$ cat config.mk
export PLATFORM = sky130hd
export DESIGN_NAME = twc_core
export DESIGN_NICKNAME = d
export VERILOG_FILES = /design/src/twc_pkg.sv /design/src/twc_core.sv
export VERILOG_INCLUDE_DIRS = /design/src
export SDC_FILE = /design/constraint.sdc
export NUM_CORES = 1
export LEC_CHECK = 0
export ABC_AREA = 1
export BUFFER_PORTS_ARGS = -buffer_cell sky130_fd_sc_hd__buf_2
export CORE_MARGIN = 4
export CORE_UTILIZATION = 35
export CTS_CLUSTER_DIAMETER = 150
export DETAILED_ROUTE_END_ITERATION = 12
export PLACE_DENSITY = 0.66
export SYNTH_ARGS = -nofsm -noshare
export SYNTH_HDL_FRONTEND = slang
export SYNTH_SLANG_ARGS = --single-unit
$ cat constraint.sdc
create_clock -name I_CLK -period 5.03 [get_ports I_CLK]
set_clock_uncertainty 0.15 [all_clocks]
set_input_delay 0.503 -clock I_CLK [delete_from_list [all_inputs] [get_ports I_CLK]]
set_output_delay 0.503 -clock I_CLK [all_outputs]
set_load 0.01 [all_outputs]
$ cat src/twc_params.svh
/*
 * register offsets, field positions, reset values and mode codes for the
 * timer waveform control block.
 * assumes: included by bare name from the package and the design module.
 */
`ifndef TWC_PARAMS_SVH
`define TWC_PARAMS_SVH

// ----------------------------------------------------------------------
// register word indices; the byte address is four times the index
// ----------------------------------------------------------------------
`define TWC_IDX_MODE_CTRL    8'h01
`define TWC_IDX_SPLIT_CTRL   8'h02
`define TWC_IDX_LOCK_CTRL    8'h03
`define TWC_IDX_STATUS       8'h04
`define TWC_IDX_TIMER_CTRL   8'h05
`define TWC_IDX_PERIOD       8'h06
`define TWC_IDX_CMP_BASE     8'h08
`define TWC_ADDR_W           12

// ----------------------------------------------------------------------
// field positions
// ----------------------------------------------------------------------
`define TWC_MODE_LSB         0
`define TWC_AUTO_LOCK_BIT    3
`define TWC_EN_LSB           4
`define TWC_LOW_LSB          0
`define TWC_HIGH_LSB         4
`define TWC_LOCK_BIT         0
`define TWC_RUN_BIT          0
`define TWC_SPLIT_BIT        1

// ----------------------------------------------------------------------
// reset values and mode codes
// ----------------------------------------------------------------------
`define TWC_RST_BYTE         8'h00
`define TWC_RST_WORD         16'h0000
`define TWC_MODE_MASK        8'h7f
`define TWC_SPLIT_MASK       8'h77
`define TWC_MODE_NORMAL      3'h0
`define TWC_MODE_FREQ        3'h1
`define TWC_MODE_RESERVED    3'h2
`define TWC_MODE_SINGLE      3'h3
`define TWC_CHANNELS         3

`endif

$ cat src/twc_pkg.sv
/*
 * types shared by the timer waveform control block.
 * assumes: twc_params.svh is on the include path.
 */
`include "twc_params.svh"

package twc_pkg;

    typedef enum logic [2:0]
    {
        TWC_NORMAL   = 3'h0,
        TWC_FREQ     = 3'h1,
        TWC_RESERVED = 3'h2,
        TWC_SINGLE   = 3'h3
    } twc_mode_t;

    typedef struct packed
    {
        logic       unused;
        logic [2:0] channel_output_enable;
        logic       automatic_lock_update;
        logic [2:0] generation_mode;
    } twc_mode_reg_t;

    typedef struct packed
    {
        logic [2:0] wave;
        logic [2:0] oe;
    } twc_pins_t;

endpackage

$ cat src/twc_core.sv
/*
 * timer waveform control: a 16-bit counter with three compare channels,
 * buffered compare updates with automatic lock, generation modes and
 * pin override, reached over APB.
 * assumes: APB master on I_CLK; port direction set outside this block.
 */
// The APB slave port was left to the implementer.
// What this block does
// enabled channel overrides port output in generation modes
// enable zero keeps port value, one overrides
// auto lock holds lock until enabled buffers valid
// lock stays clear until update, then copy, set
// without auto lock only software changes lock
// normal mode drives no waveform output
// waveform reaches pin only when enable set
// software sets pin direction as output; this block leaves pin direction to the port
// mode 000 normal, period top, events at top
// mode 001 frequency, channel zero top; 010 reserved
// mode 011 single slope, events at bottom
// mode field sets count, top, update, waveform
// split mode output values settable while stopped
// high outputs bits 6:4, low outputs 2:0
// reserved mode behaves as normal mode
`timescale 1ns/100ps

`include "twc_params.svh"

module twc_core
    import twc_pkg::*;
#(
    parameter int CW = 16
)
(
    input  wire logic                    I_CLK,
    input  wire logic                    I_RESET,
    input  wire logic                    I_PSEL,
    input  wire logic                    I_PENABLE,
    input  wire logic                    I_PWRITE,
    input  wire logic [`TWC_ADDR_W-1:0]  I_PADDR,
    input  wire logic [31:0]             I_PWDATA,
    input  wire logic [2:0]              I_PORT_OUT,
    output logic [31:0]                  O_PRDATA,
    output logic                         O_PREADY,
    output logic                         O_PSLVERR,
    output logic [2:0]                   O_WAVE_PIN,
    output logic [2:0]                   O_OVERRIDE
);

    // ------------------------------------------------------------------
    // registers
    // ------------------------------------------------------------------
    twc_mode_reg_t mode_reg;
    logic [7:0]    split_reg;
    logic          update_lock;
    logic          run;
    logic          split;
    logic [CW-1:0] period;
    logic [CW-1:0] count;
    logic [CW-1:0] cmp      [`TWC_CHANNELS];
    logic [CW-1:0] cmp_buf  [`TWC_CHANNELS];
    logic [2:0]    buf_valid;
    logic [2:0]    wave;
    logic          ovf_flag;

    // ------------------------------------------------------------------
    // bus decode
    // ------------------------------------------------------------------
    wire           access   = I_PSEL & I_PENABLE;
    wire           wr       = access & I_PWRITE;
    wire [9:0]     idx      = I_PADDR[`TWC_ADDR_W-1:2];
    wire           sel_mode = idx == 10'(`TWC_IDX_MODE_CTRL);
    wire           sel_spl  = idx == 10'(`TWC_IDX_SPLIT_CTRL);
    wire           sel_lock = idx == 10'(`TWC_IDX_LOCK_CTRL);
    wire           sel_stat = idx == 10'(`TWC_IDX_STATUS);
    wire           sel_tmr  = idx == 10'(`TWC_IDX_TIMER_CTRL);
    wire           sel_per  = idx == 10'(`TWC_IDX_PERIOD);
    wire [9:0]     cmp_off  = idx - 10'(`TWC_IDX_CMP_BASE);
    wire           sel_cmp  = idx >= 10'(`TWC_IDX_CMP_BASE) && cmp_off < 10'(`TWC_CHANNELS);
    wire           mapped   = sel_mode | sel_spl | sel_lock | sel_stat | sel_tmr
                              | sel_per | sel_cmp;
    wire [1:0]     cmp_sel  = cmp_off[1:0];

    // ------------------------------------------------------------------
    // mode decode
    // ------------------------------------------------------------------
    twc_mode_t     mode;
    assign mode = twc_mode_t'(mode_reg.generation_mode);
    wire           is_freq   = mode == TWC_FREQ;
    wire           is_single = mode == TWC_SINGLE;
    wire           generating = is_freq | is_single;
    wire [CW-1:0]  top       = is_freq ? cmp[0] : period;
    wire           at_top    = count == top;
    wire           at_bottom = count == '0;
    // single slope rolls over at top, so the bottom event is the wrap into zero
    wire           wrap      = run & at_top;
    wire           update_ev = run & (is_single ? at_bottom : at_top);
    wire [2:0]     enabled   = mode_reg.channel_output_enable;
    wire           all_valid = (buf_valid & enabled) == enabled;
    wire           lock_wr   = wr & sel_lock;
    wire           mode_wr   = wr & sel_mode;
    wire           stat_rd   = access & ~I_PWRITE & sel_stat;
    wire           copy_ok   = update_ev & ~update_lock;

    // ------------------------------------------------------------------
    // lock control
    // ------------------------------------------------------------------
    logic next_update_lock;
    always_comb
    begin
        next_update_lock = update_lock;
        if (lock_wr)
        begin
            next_update_lock = I_PWDATA[`TWC_LOCK_BIT];
        end
        else if (mode_wr && I_PWDATA[`TWC_AUTO_LOCK_BIT])
        begin
            // arming auto lock closes the gate until every enabled buffer is fresh
            next_update_lock = 1'b1;
        end
        else if (mode_reg.automatic_lock_update)
        begin
            if (update_lock && all_valid)
            begin
                next_update_lock = 1'b0;
            end
            else if (!update_lock && update_ev)
            begin
                next_update_lock = 1'b1;
            end
        end
    end

    // ------------------------------------------------------------------
    // register writes
    // ------------------------------------------------------------------
    always_ff @(posedge I_CLK or posedge I_RESET)
    begin
        if (I_RESET)
        begin
            update_lock <= 1'b0;
        end
        else
        begin
            update_lock <= next_update_lock;
        end
    end

    always_ff @(posedge I_CLK or posedge I_RESET)
    begin
        if (I_RESET)
        begin
            mode_reg <= twc_mode_reg_t'(`TWC_RST_BYTE);
        end
        else if (mode_wr)
        begin
            // bit 7 is not implemented and reads back as zero
            mode_reg <= twc_mode_reg_t'(I_PWDATA[7:0] & `TWC_MODE_MASK);
        end
    end

    always_ff @(posedge I_CLK or posedge I_RESET)
    begin
        if (I_RESET)
        begin
            split_reg <= `TWC_RST_BYTE;
        end
        else if (wr && sel_spl)
        begin
            split_reg <= I_PWDATA[7:0] & `TWC_SPLIT_MASK;
        end
    end

    // split only matters while stopped; a running timer owns the levels
    always_ff @(posedge I_CLK or posedge I_RESET)
    begin
        if (I_RESET)
        begin
            run   <= 1'b0;
            split <= 1'b0;
        end
        else if (wr && sel_tmr)
        begin
            run   <= I_PWDATA[`TWC_RUN_BIT];
            split <= I_PWDATA[`TWC_SPLIT_BIT];
        end
    end

    always_ff @(posedge I_CLK or posedge I_RESET)
    begin
        if (I_RESET)
        begin
            period <= '1;
        end
        else if (wr && sel_per)
        begin
            period <= I_PWDATA[CW-1:0];
        end
    end

    // ------------------------------------------------------------------
    // counter and compare channels
    // ------------------------------------------------------------------
    always_ff @(posedge I_CLK or posedge I_RESET)
    begin
        if (I_RESET)
        begin
            count <= '0;
        end
        else if (run)
        begin
            count <= wrap ? '0 : count + 1'b1;
        end
    end

    // overflow sticks until status is read; a new overflow wins
    always_ff @(posedge I_CLK or posedge I_RESET)
    begin
        if (I_RESET)
        begin
            ovf_flag <= 1'b0;
        end
        else if (update_ev)
        begin
            ovf_flag <= 1'b1;
        end
        else if (stat_rd)
        begin
            ovf_flag <= 1'b0;
        end
    end

    genvar ch;
    generate
        for (ch = 0; ch < `TWC_CHANNELS; ch = ch + 1)
        begin : g_ch
            wire buf_wr = wr & sel_cmp & (cmp_sel == 2'(ch));
            wire hi_val = split_reg[`TWC_HIGH_LSB + ch];
            always_ff @(posedge I_CLK or posedge I_RESET)
            begin
                if (I_RESET)
                begin
                    cmp[ch]       <= `TWC_RST_WORD;
                    cmp_buf[ch]   <= `TWC_RST_WORD;
                    buf_valid[ch] <= 1'b0;
                    wave[ch]      <= 1'b0;
                end
                else
                begin
                    if (buf_wr)
                    begin
                        cmp_buf[ch]   <= I_PWDATA[CW-1:0];
                        buf_valid[ch] <= 1'b1;
                    end
                    // a buffer write in an update cycle wins; that channel copies later
                    else if (copy_ok)
                    begin
                        cmp[ch]       <= cmp_buf[ch];
                        buf_valid[ch] <= 1'b0;
                    end
                    if (!run && split)
                    begin
                        // split mode, stopped: software drives the level
                        wave[ch] <= split_reg[`TWC_LOW_LSB + ch] | hi_val;
                    end
                    else if (run && is_freq && at_top)
                    begin
                        wave[ch] <= ~wave[ch];
                    end
                    else if (run && is_single)
                    begin
                        wave[ch] <= (wrap ? '0 : count + 1'b1) < cmp[ch];
                    end
                end
            end
        end
    endgenerate

    // ------------------------------------------------------------------
    // pin drive
    // ------------------------------------------------------------------
    // pin direction stays with the port; the override only picks the level source
    wire [2:0] ovr      = generating ? enabled : 3'h0;
    wire [2:0] next_pin = (ovr & wave) | (~ovr & I_PORT_OUT);

    // ------------------------------------------------------------------
    // read mux and outputs
    // ------------------------------------------------------------------
    logic [31:0] next_rdata;
    always_comb
    begin
        next_rdata = 32'h0;
        if (sel_mode)
        begin
            next_rdata = {24'h0, mode_reg};
        end
        else if (sel_spl)
        begin
            next_rdata = {24'h0, split_reg};
        end
        else if (sel_lock)
        begin
            next_rdata = {31'h0, update_lock};
        end
        else if (sel_stat)
        begin
            // read data is taken at setup, before the access clears the flag
            next_rdata = {27'h0, ovf_flag, buf_valid, 1'b0};
        end
        else if (sel_tmr)
        begin
            next_rdata = {30'h0, split, run};
        end
        else if (sel_per)
        begin
            next_rdata = {16'h0, period};
        end
        else if (sel_cmp)
        begin
            next_rdata = {16'h0, cmp[cmp_sel]};
        end
    end

    always_ff @(posedge I_CLK or posedge I_RESET)
    begin
        if (I_RESET)
        begin
            O_PRDATA   <= 32'h0;
            O_PREADY   <= 1'b0;
            O_PSLVERR  <= 1'b0;
            O_WAVE_PIN <= 3'h0;
            O_OVERRIDE <= 3'h0;
        end
        else
        begin
            // every setup cycle is answered, so back-to-back transfers never stall
            O_PREADY   <= I_PSEL & ~I_PENABLE;
            O_PSLVERR  <= I_PSEL & ~I_PENABLE & ~mapped;
            O_PRDATA   <= next_rdata;
            O_WAVE_PIN <= next_pin;
            O_OVERRIDE <= ovr;
        end
    end

endmodule

# == Word-level counts from Yosys, hierarchy flattened ==
# Index checks and enable logic that the tools add are counted.
# op_classes
reduce_logical,26
n_eq_ne,12
n_addsub,2
muxes,34
n_bitwise,41
order_cmp,6
# ops
op,n
16-bit two-way mux,11
16-bit less-than comparator,3
16-bit binary-select mux with 2-bit select,1
10-bit by 3-bit equality test with 1-bit output (second input constant),3
1-bit two-way mux,21
10-bit by 2-bit equality test with 1-bit output (second input constant),2
16-bit by 1-bit adder with 16-bit output (second input constant),1
16-bit equality test,1
16-bit zero test,1
1-bit AND,15
1-bit logical AND,11
10-bit by 1-bit equality test with 1-bit output (second input constant),1
10-bit by 4-bit >= comparator with 1-bit output (second input constant),1
10-bit by 2-bit less-than comparator with 1-bit output (second input constant),1
1-bit inverter,10
1-bit bitwise OR,10
10-bit by 4-bit subtractor with 10-bit output (second input constant),1
3-bit AND,3
2-bit AND reduction,4
2-bit nonzero test,4
3-bit nonzero test,2
4-bit nonzero test,1
3-bit by 1-bit equality test with 1-bit output (second input constant),1
3-bit by 2-bit equality test with 1-bit output (second input constant),1
10 further kinds,11
# word_totals
word_cells,148
ff_bits,191

# == Logic depth before layout (Yosys ltp) ==
# Gate-level depths: netlist of the first run.
# depth
ltp_word,12
depth_mapped,26
mapped_depth_nobuf,25

# == Least setup slack after synthesis of the first run ==
# OpenSTA, ideal clock, no wires.
# synth_timing
kind,flip-flop to flip-flop
startpoint,register mode_reg (netlist bit mode[1])
endpoint,register wave[0]
required_ps,4763
arrival_ps,2609
setup_time_ps,117
stages_incl_launch_ff,25
slack_ps,2154
cell_sequence,dfrtp_1 inv_2 nand3_2 buf_2 o21ai_0 nand2_1 nand2_1 nand2_1 nor2_1 nand3_4 buf_2 nand2_1 inv_1 ha_1 nand2_1 inv_1 nand3_1 a21oi_1 nand2_1 nand2_1 nand2_1 nand2_1 nand2_1 nand2_1 nand2_1
# synth_via
elab_chain_len,9
# synth_lines
element,line_no,source
"start, declared",twc_core.sv:52,twc_mode_reg_t mode_reg;
"start signal, assigned",twc_core.sv:152,mode_reg <= twc_mode_reg_t'(`TWC_RST_BYTE);
"start signal, assigned",twc_core.sv:157,mode_reg <= twc_mode_reg_t'(I_PWDATA[7:0] & `TWC_MODE_MASK);
3-bit by 1-bit equality test with 1-bit output,twc_core.sv:88,wire is_freq = mode == TWC_FREQ;
16-bit two-way mux,twc_core.sv:91,wire [CW-1:0] top = is_freq ? cmp[0] : period;
16-bit equality test,twc_core.sv:92,wire at_top = count == top;
1-bit AND,twc_core.sv:95,wire wrap = run & at_top;
16-bit two-way mux,twc_core.sv:271,wave[ch] <= (wrap ? '0 : count + 1'b1) < cmp[ch];
16-bit less-than comparator,twc_core.sv:271,
1-bit two-way mux,twc_core.sv:269,else if (run && is_single)
1-bit two-way mux,twc_core.sv:265,else if (run && is_freq && at_top)
1-bit two-way mux,twc_core.sv:260,if (!run && split)
"end signal, assigned by index",twc_core.sv:263,wave[ch] <= split_reg[`TWC_LOW_LSB + ch] | hi_val;
"end signal, assigned by index",twc_core.sv:267,wave[ch] <= ~wave[ch];
"end signal, assigned by index",twc_core.sv:271,
"end, declared",twc_core.sv:62,logic [2:0] wave;
# Parallel ways exist; a longest one is shown, timed or not. The select of a mux whose other input is x is not followed.
# A chain may end at the register's enable or synchronous reset.

# == Final worst setup path of the first run ==
# layout_timing
startpoint,register mode_reg (netlist bit mode[1])
endpoint,register wave[2]
# Same word-level chain as after synthesis.

==> flow_summary.toml, run 1 <==
[setup_path]
arrival_ns = 4.45
r2r_setup_slack_ns = 0.80
cp.required_ns = 5.25
rr_worst_depth = 20
r2r_start = "mode[1]"
end_kind = "flop"
rr_endpoint = "wave[2]"
crit_fanout = 32
critical_path.startpoint_type = "flop"
worstSetupPathType = "flop to flop"

[floorplanning]
dieArea_sq_um = 30420
core_area_sq_um = 27100
rows = 60
ios = 92
die_h_microns = 174.4
initial_core_util_pct = 35.76
die_w_microns = 174.4

[pwr]
leakage_nw = 5.633
p_per_area_nw_per_um2 = 284.4
p_comb_share_pct = 7.5
power_mw = 3.107
vdd_ir_drop_max_v = 0.0002344
p_sw_share_pct = 25.22
p_int_mw = 2.324
p_sw_mw = 0.7836
clockPowerShare_pct = 45.3
seqPwrFrac_pct = 47.2

[outcome]
status = "finished clean"

[clocking]
cts-root-buf = "clkbuf_16"
cts_tree = "done"
cts_buffers = 17
clk_pin_slew_ns = 0.07
post_cts_resized = 0
cts.sinks = 175
post-cts-setup-buffer-count = 0
h-tree-depth = 4
insertion_delay_ns = 0.43
cts_hold_buf = 0
cts.path.max_buffers = 2

[timing]
hold_ws_ns = 0.09892
finalCritPeriodShare_pct = 84.06
min_period_ns = 4.228
worst_pin_slew_ns = 1.022
hold_viol = 0
relSlewSlack_pct = 31.84
rsz0062_at_grt = "no"
max_freq_ghz = 0.2365
fin_tns_setup_ns = 0
setup_violations = 0
finalMaxSlewViolations = 0

[synthesis]
ys_seq_area_share_pct = 45.39
ys_seq_elements = 175
postSynth.asyncResetShare_pct = 100.0
synth_area_leaders = "dfrtp_1 (41%), nand2_1 (13%), o21ai_0 (8.2%)"
yosys_warnings = 0
synth_top_area_share_pct = 41.05
syn_inst = 1253
synth_area_sq_um = 9692
ys.flop_type = "dfrtp_1"
synth_edf_count = 0
yosys.area.top_type = "dfrtp_1"
avgSynthCellArea_sq_um = 7.735
ys_types = 46

[layout]
drive_gt1_share_pct = 11.56
layout_commonest_cell = "nand2_1"
num_antenna_cells = 0
layout_common_cells = "nand2_1 (347), inv_1 (203), dfrtp_1 (159), o21ai_0 (159), nor2_1 (59)"
largest_registers = "cmp (48), cmp_buf (48)"
syn2layout_area_growth_pct = 12.74
nets = 1393

[global_route]
track_usage_pct = 17.90
grt_pass1_wl_mm = 43.70
grt_antenna_before_repair = 0
grt_max_degree = 176
first_global_vias = 7919
grt_overflow = 0

[routing]
via_per_inst = 5.020
dr.pass1.iters = 6
first_iter_violations = 763
drtAntennaViolNets = 0
drc_errors = 0
wl_per_cell_microns = 16.04
wl_mm = 27.06
vias = 8469

[placed_design]
portBuffers = 57
gp_congestion = 0.9049
dpl.hpwl_mm = 20.20

[job]
maxCapViolCount = 0

[min_path]
worstHoldPathType = "input port to asynchronous set/reset pin"
## Yosys cell counts, types with 2 or more instances
library cell	n
o21ai_0	159
o2111ai_1	3
nor2_2	3
or2_2	2
nor4_1	9
dfstp_2	16
o221ai_1	6
nand2_2	2
nand3_1	45
o21ai_2	16
o22ai_1	11
a31oi_1	2
nor3b_1	2
ha_1	39
a221oi_1	8
a21oi_1	26
o21ai_1	5
buf_6	4
buf_4	18
nor2_1	61
a211oi_1	3
inv_2	2
xor2_1	11
a21boi_0	2
nand4_1	18
buf_2	5
nor3_1	12
o21a_1	4
o211ai_1	6
clkbuf_1	28
inv_1	204
o21bai_1	2
dfrtp_1	159
nand3_2	2
nand2_1	347
## worst max-delay path by stage
stage                        from            end  slack [ns]  cells past startpoint
after floorplan           I_RESET  O_OVERRIDE[0]        2.15                      1
after global placement    mode[1]        wave[2]        0.96                     20
after detailed placement  mode[1]        wave[2]        0.92                     20
after CTS                 mode[1]        wave[2]        0.89                     20
after global routing      mode[1]        wave[1]        0.58                     20
final                     mode[1]        wave[2]        0.80                     20
## metal layers
metal / wire length [microns] / part of all wire, % / GRT usage [%]
met1: 12460 / 46 / 25.44
met2: 12470 / 46 / 28.46
met3: 1601 / 5.9 / 3.175
met4: 522 / 1.9 / 4.322
met5: 0 / 0 / 0
## kinds of logic after synthesis
family	Yosys count	share of synthesized area, %
buffers and inverters	262	11.22
and+or+nand+nor	507	21.79
muxes	1	0.1162
DFF	175	45.39
xor gates and xnor gates	11	0.9940
other	1	0.03869
adders and majority gates	39	5.035
AOI/OAI and AO/OA	257	15.41
## cell type report
| class | count | area (sq um) |
|---|---|---|
| multi-input cells | 831 | 4267 |
| inverters | 207 | 780.7 |
| well taps | 372 | 465.4 |
| repair buffers | 70 | 395.4 |
| flip-flops and latches | 175 | 4399 |
| clock inverters | 13 | 176.4 |
| clock buffers | 19 | 442.9 |
| fillers | 2710 | 16170 |
## critical path, cell delays in order (launching register included)
cell and delay (ns):
dfrtp_1 0.42, inv_2 0.14, nand3_2 0.54, o21ai_0 0.40
nand2_1 0.08, nand2_1 0.13, nand3_1 0.08, nor4_1 0.42
nand4_1 0.22, nand2_1 0.13, inv_1 0.11, ha_1 0.31
nand2_1 0.10, nor2_1 0.05, a211oi_1 0.23, o221ai_1 0.21
nor2_1 0.13, nand2_1 0.12, nand2_1 0.08, nand2_1 0.05
nand2_1 0.05
## per-stage QoR
stage / instance area, sq um / setup WS (ns) / instances / utilization, %
global placement: 10310 / 0.9573 / 1655 / 38.03
CTS: 10930 / 0.8930 / 1687 / 40.32
global route: 10930 / 0.5827 / 1687 / 40.32
detailed placement: 10310 / 0.9176 / 1655 / 38.03
floorplan: 9752 / 2.151 / 1268 / -
finish: 10930 / 0.8018 / 1687 / 40.32
## power groups by stage
stage	Combinational (mW)	Sequential [mW]	Clock, mW
4_1_cts	0.233	1.47	1.44
5_1_grt	0.264	1.47	1.49
2_1_floorplan	0.161	1.49	0
3_3_place_gp	0.228	1.49	0
3_5_place_dp	0.232	1.49	0
6_report	0.232	1.47	1.41
No activity file was read; power rests on OpenSTA's default activity.
==> inputs of run 2 (changes only) <==
Settings changed: PLACE_DENSITY 0.66 to 0.64.
Clock period 5.03 ns to 4.4 ns, I/O delays scaled along.
==> run 2 against run 1 <==
  * Cell count rose by 0.47%
  * Clock power rose by 8%
  * Fmax rose by 5.2%
  * Global-route usage grew 0.59 points
  * First-iteration DRC count grew 0.92%
  * Routed wire length rose by 2.6%
  * Sequential share of layout area fell by 0.14 points
  * Cell area increased by 0.36%
  * Worst hold slack got worse by 0.048 ns
  * Worst setup slack worse by 0.42 ns
  * Flip-flop and latch count did not move
  * Register-to-register slack lost 0.42 ns
  * Largest cell class unchanged
==> flow_summary.toml, run 2 (synthesis results as in run 1) <==
[timing]
relSlewSlack_pct = 32.10
fin_tns_setup_ns = 0
min_period_ns = 4.018
worst_pin_slew_ns = 1.017
hold_ws_ns = 0.05059
rsz0062_at_grt = "no"
max_freq_ghz = 0.2489
finalCritPeriodShare_pct = 91.32
setup_ws_ns = 0.3820
setup_violations = 0
hold_viol = 0
finalMaxSlewViolations = 0

[floorplanning]
rows = 60
ios = 92
dieArea_sq_um = 30420
core_area_sq_um = 27100
die_w_microns = 174.4
initial_core_util_pct = 35.76
die_h_microns = 174.4

[setup_path]
rr_endpoint = "wave[2]"
end_kind = "flop"
crit_fanout = 16
cp.required_ns = 4.63
critical_path.startpoint_type = "flop"
startpoint = "mode[0]"
rr_worst_depth = 20
r2r_start = "mode[0]"
r2r_setup_slack_ns = 0.38
worstSetupPathType = "flop to flop"
arrival_ns = 4.25

[routing]
vias = 8428
drc_errors = 0
first_iter_violations = 770
wl_mm = 27.76
wl_per_cell_microns = 16.38
dr.pass1.iters = 6
via_per_inst = 4.972
drtAntennaViolNets = 0

[global_route]
track_usage_pct = 18.49
grt_antenna_before_repair = 0
first_global_vias = 8027
grt_max_degree = 63
grt_overflow = 0
grt_pass1_wl_mm = 44.48

[clocking]
cts_tree = "done"
cts.path.max_buffers = 2
insertion_delay_ns = 0.44
cts-root-buf = "clkbuf_16"
clk_pin_slew_ns = 0.08
h-tree-depth = 4
cts.sinks = 175
post-cts-setup-buffer-count = 0
cts_buffers = 17

[placed_design]
postPlaceCellArea_sq_um = 10360
dpl.hpwl_mm = 21.09
portBuffers = 57
pre_cts_slack_ns = 0.4338
gp_congestion = 0.8592

[layout]
largest_registers = "cmp (48), cmp_buf (48)"
layout_commonest_cell = "nand2_1"
post-route-cell-area_sq_um = 10970
nets = 1401
layout_common_cells = "nand2_1 (347), inv_1 (203), dfrtp_1 (159), o21ai_0 (159), nor2_1 (59)"
syn2layout_area_growth_pct = 13.14
drive_gt1_share_pct = 12.09
num_antenna_cells = 0

[min_path]
hold_end = "O_PREADY"
min-delay-start = "I_PENABLE"
whs_path_depth = 2
worstHoldPathType = "input port to flop"

[outcome]
status = "finished clean"

[pwr]
p_comb_share_pct = 7.8
p_int_mw = 2.499
vdd_ir_drop_max_v = 0.0002244
p_per_area_nw_per_um2 = 316.1
seqPwrFrac_pct = 48.4
clockPowerShare_pct = 43.8
power_mw = 3.466
p_sw_mw = 0.9670
leakage_nw = 5.655
p_sw_share_pct = 27.90

[job]
maxCapViolCount = 0
## run 2: critical path, stage by stage, from the launching register on
cell and delay, ns:
dfrtp_1 0.40, buf_4 0.15, nand2_2 0.11, nor2_4 0.36, nand2_1 0.17, nand3_1 0.18
nand4_1 0.12, nor4_1 0.30, nand3_1 0.27, nand2_1 0.14, inv_1 0.11, ha_1 0.32
a21oi_1 0.15, nor2_1 0.05, a211oi_1 0.24, o221ai_1 0.20, nor2_1 0.13, nand2_1 0.17
nand2_1 0.11, nand2_1 0.05, nand2_1 0.05
## run 2: power by group through the flow
stage,registers [mW],clock network (mW),logic [mW]
2_1_floorplan,1.70,0,0.184
3_3_place_gp,1.71,0,0.267
3_5_place_dp,1.71,0,0.271
4_1_cts,1.68,1.54,0.273
5_1_grt,1.68,1.62,0.309
6_report,1.68,1.52,0.272
## run 2: stage by stage
stage	util [%]	std cells
after floorplan	-	1268
after global placement	38.23	1662
after detailed placement	38.23	1662
after CTS	40.43	1695
after global routing	40.46	1695
final	40.46	1695
## run 2: what timing repair did
action / in CTS / in global routing
endpoints found under the hold margin: 29 / 0
gates resized for setup: 0 / 1
hold buffers: 1 / 0
endpoints found under the setup margin: 0 / 1
## run 2: layout make-up
cell class,instances,area (sq um)
Clock buffer,17,425.4
Clock inverter,15,162.7
Fill cell,2789,16140
Inverter,207,780.7
Multi-Input combinational cell,831,4274
Sequential cell,175,4399
Tap cell,372,465.4
Timing Repair Buffer,78,457.9
## run 2: how the worst max path moves through the flow
stage | end | slack [ns] | depth (start not counted)
2_1_floorplan | wave[0] | 1.52 | 24
4_1_cts | wave[2] | 0.39 | 20
6_report | wave[2] | 0.38 | 20
3_5_place_dp | wave[2] | 0.43 | 20
3_3_place_gp | wave[2] | 0.47 | 20
5_1_grt | wave[2] | 0.04 | 20
## run 2: routing by layer
metal	wire length (microns)	GRT usage [%]
met1	12960	26.77
met2	12570	28.41
met3	1732	2.936
met4	500	5.873
met5	0	0
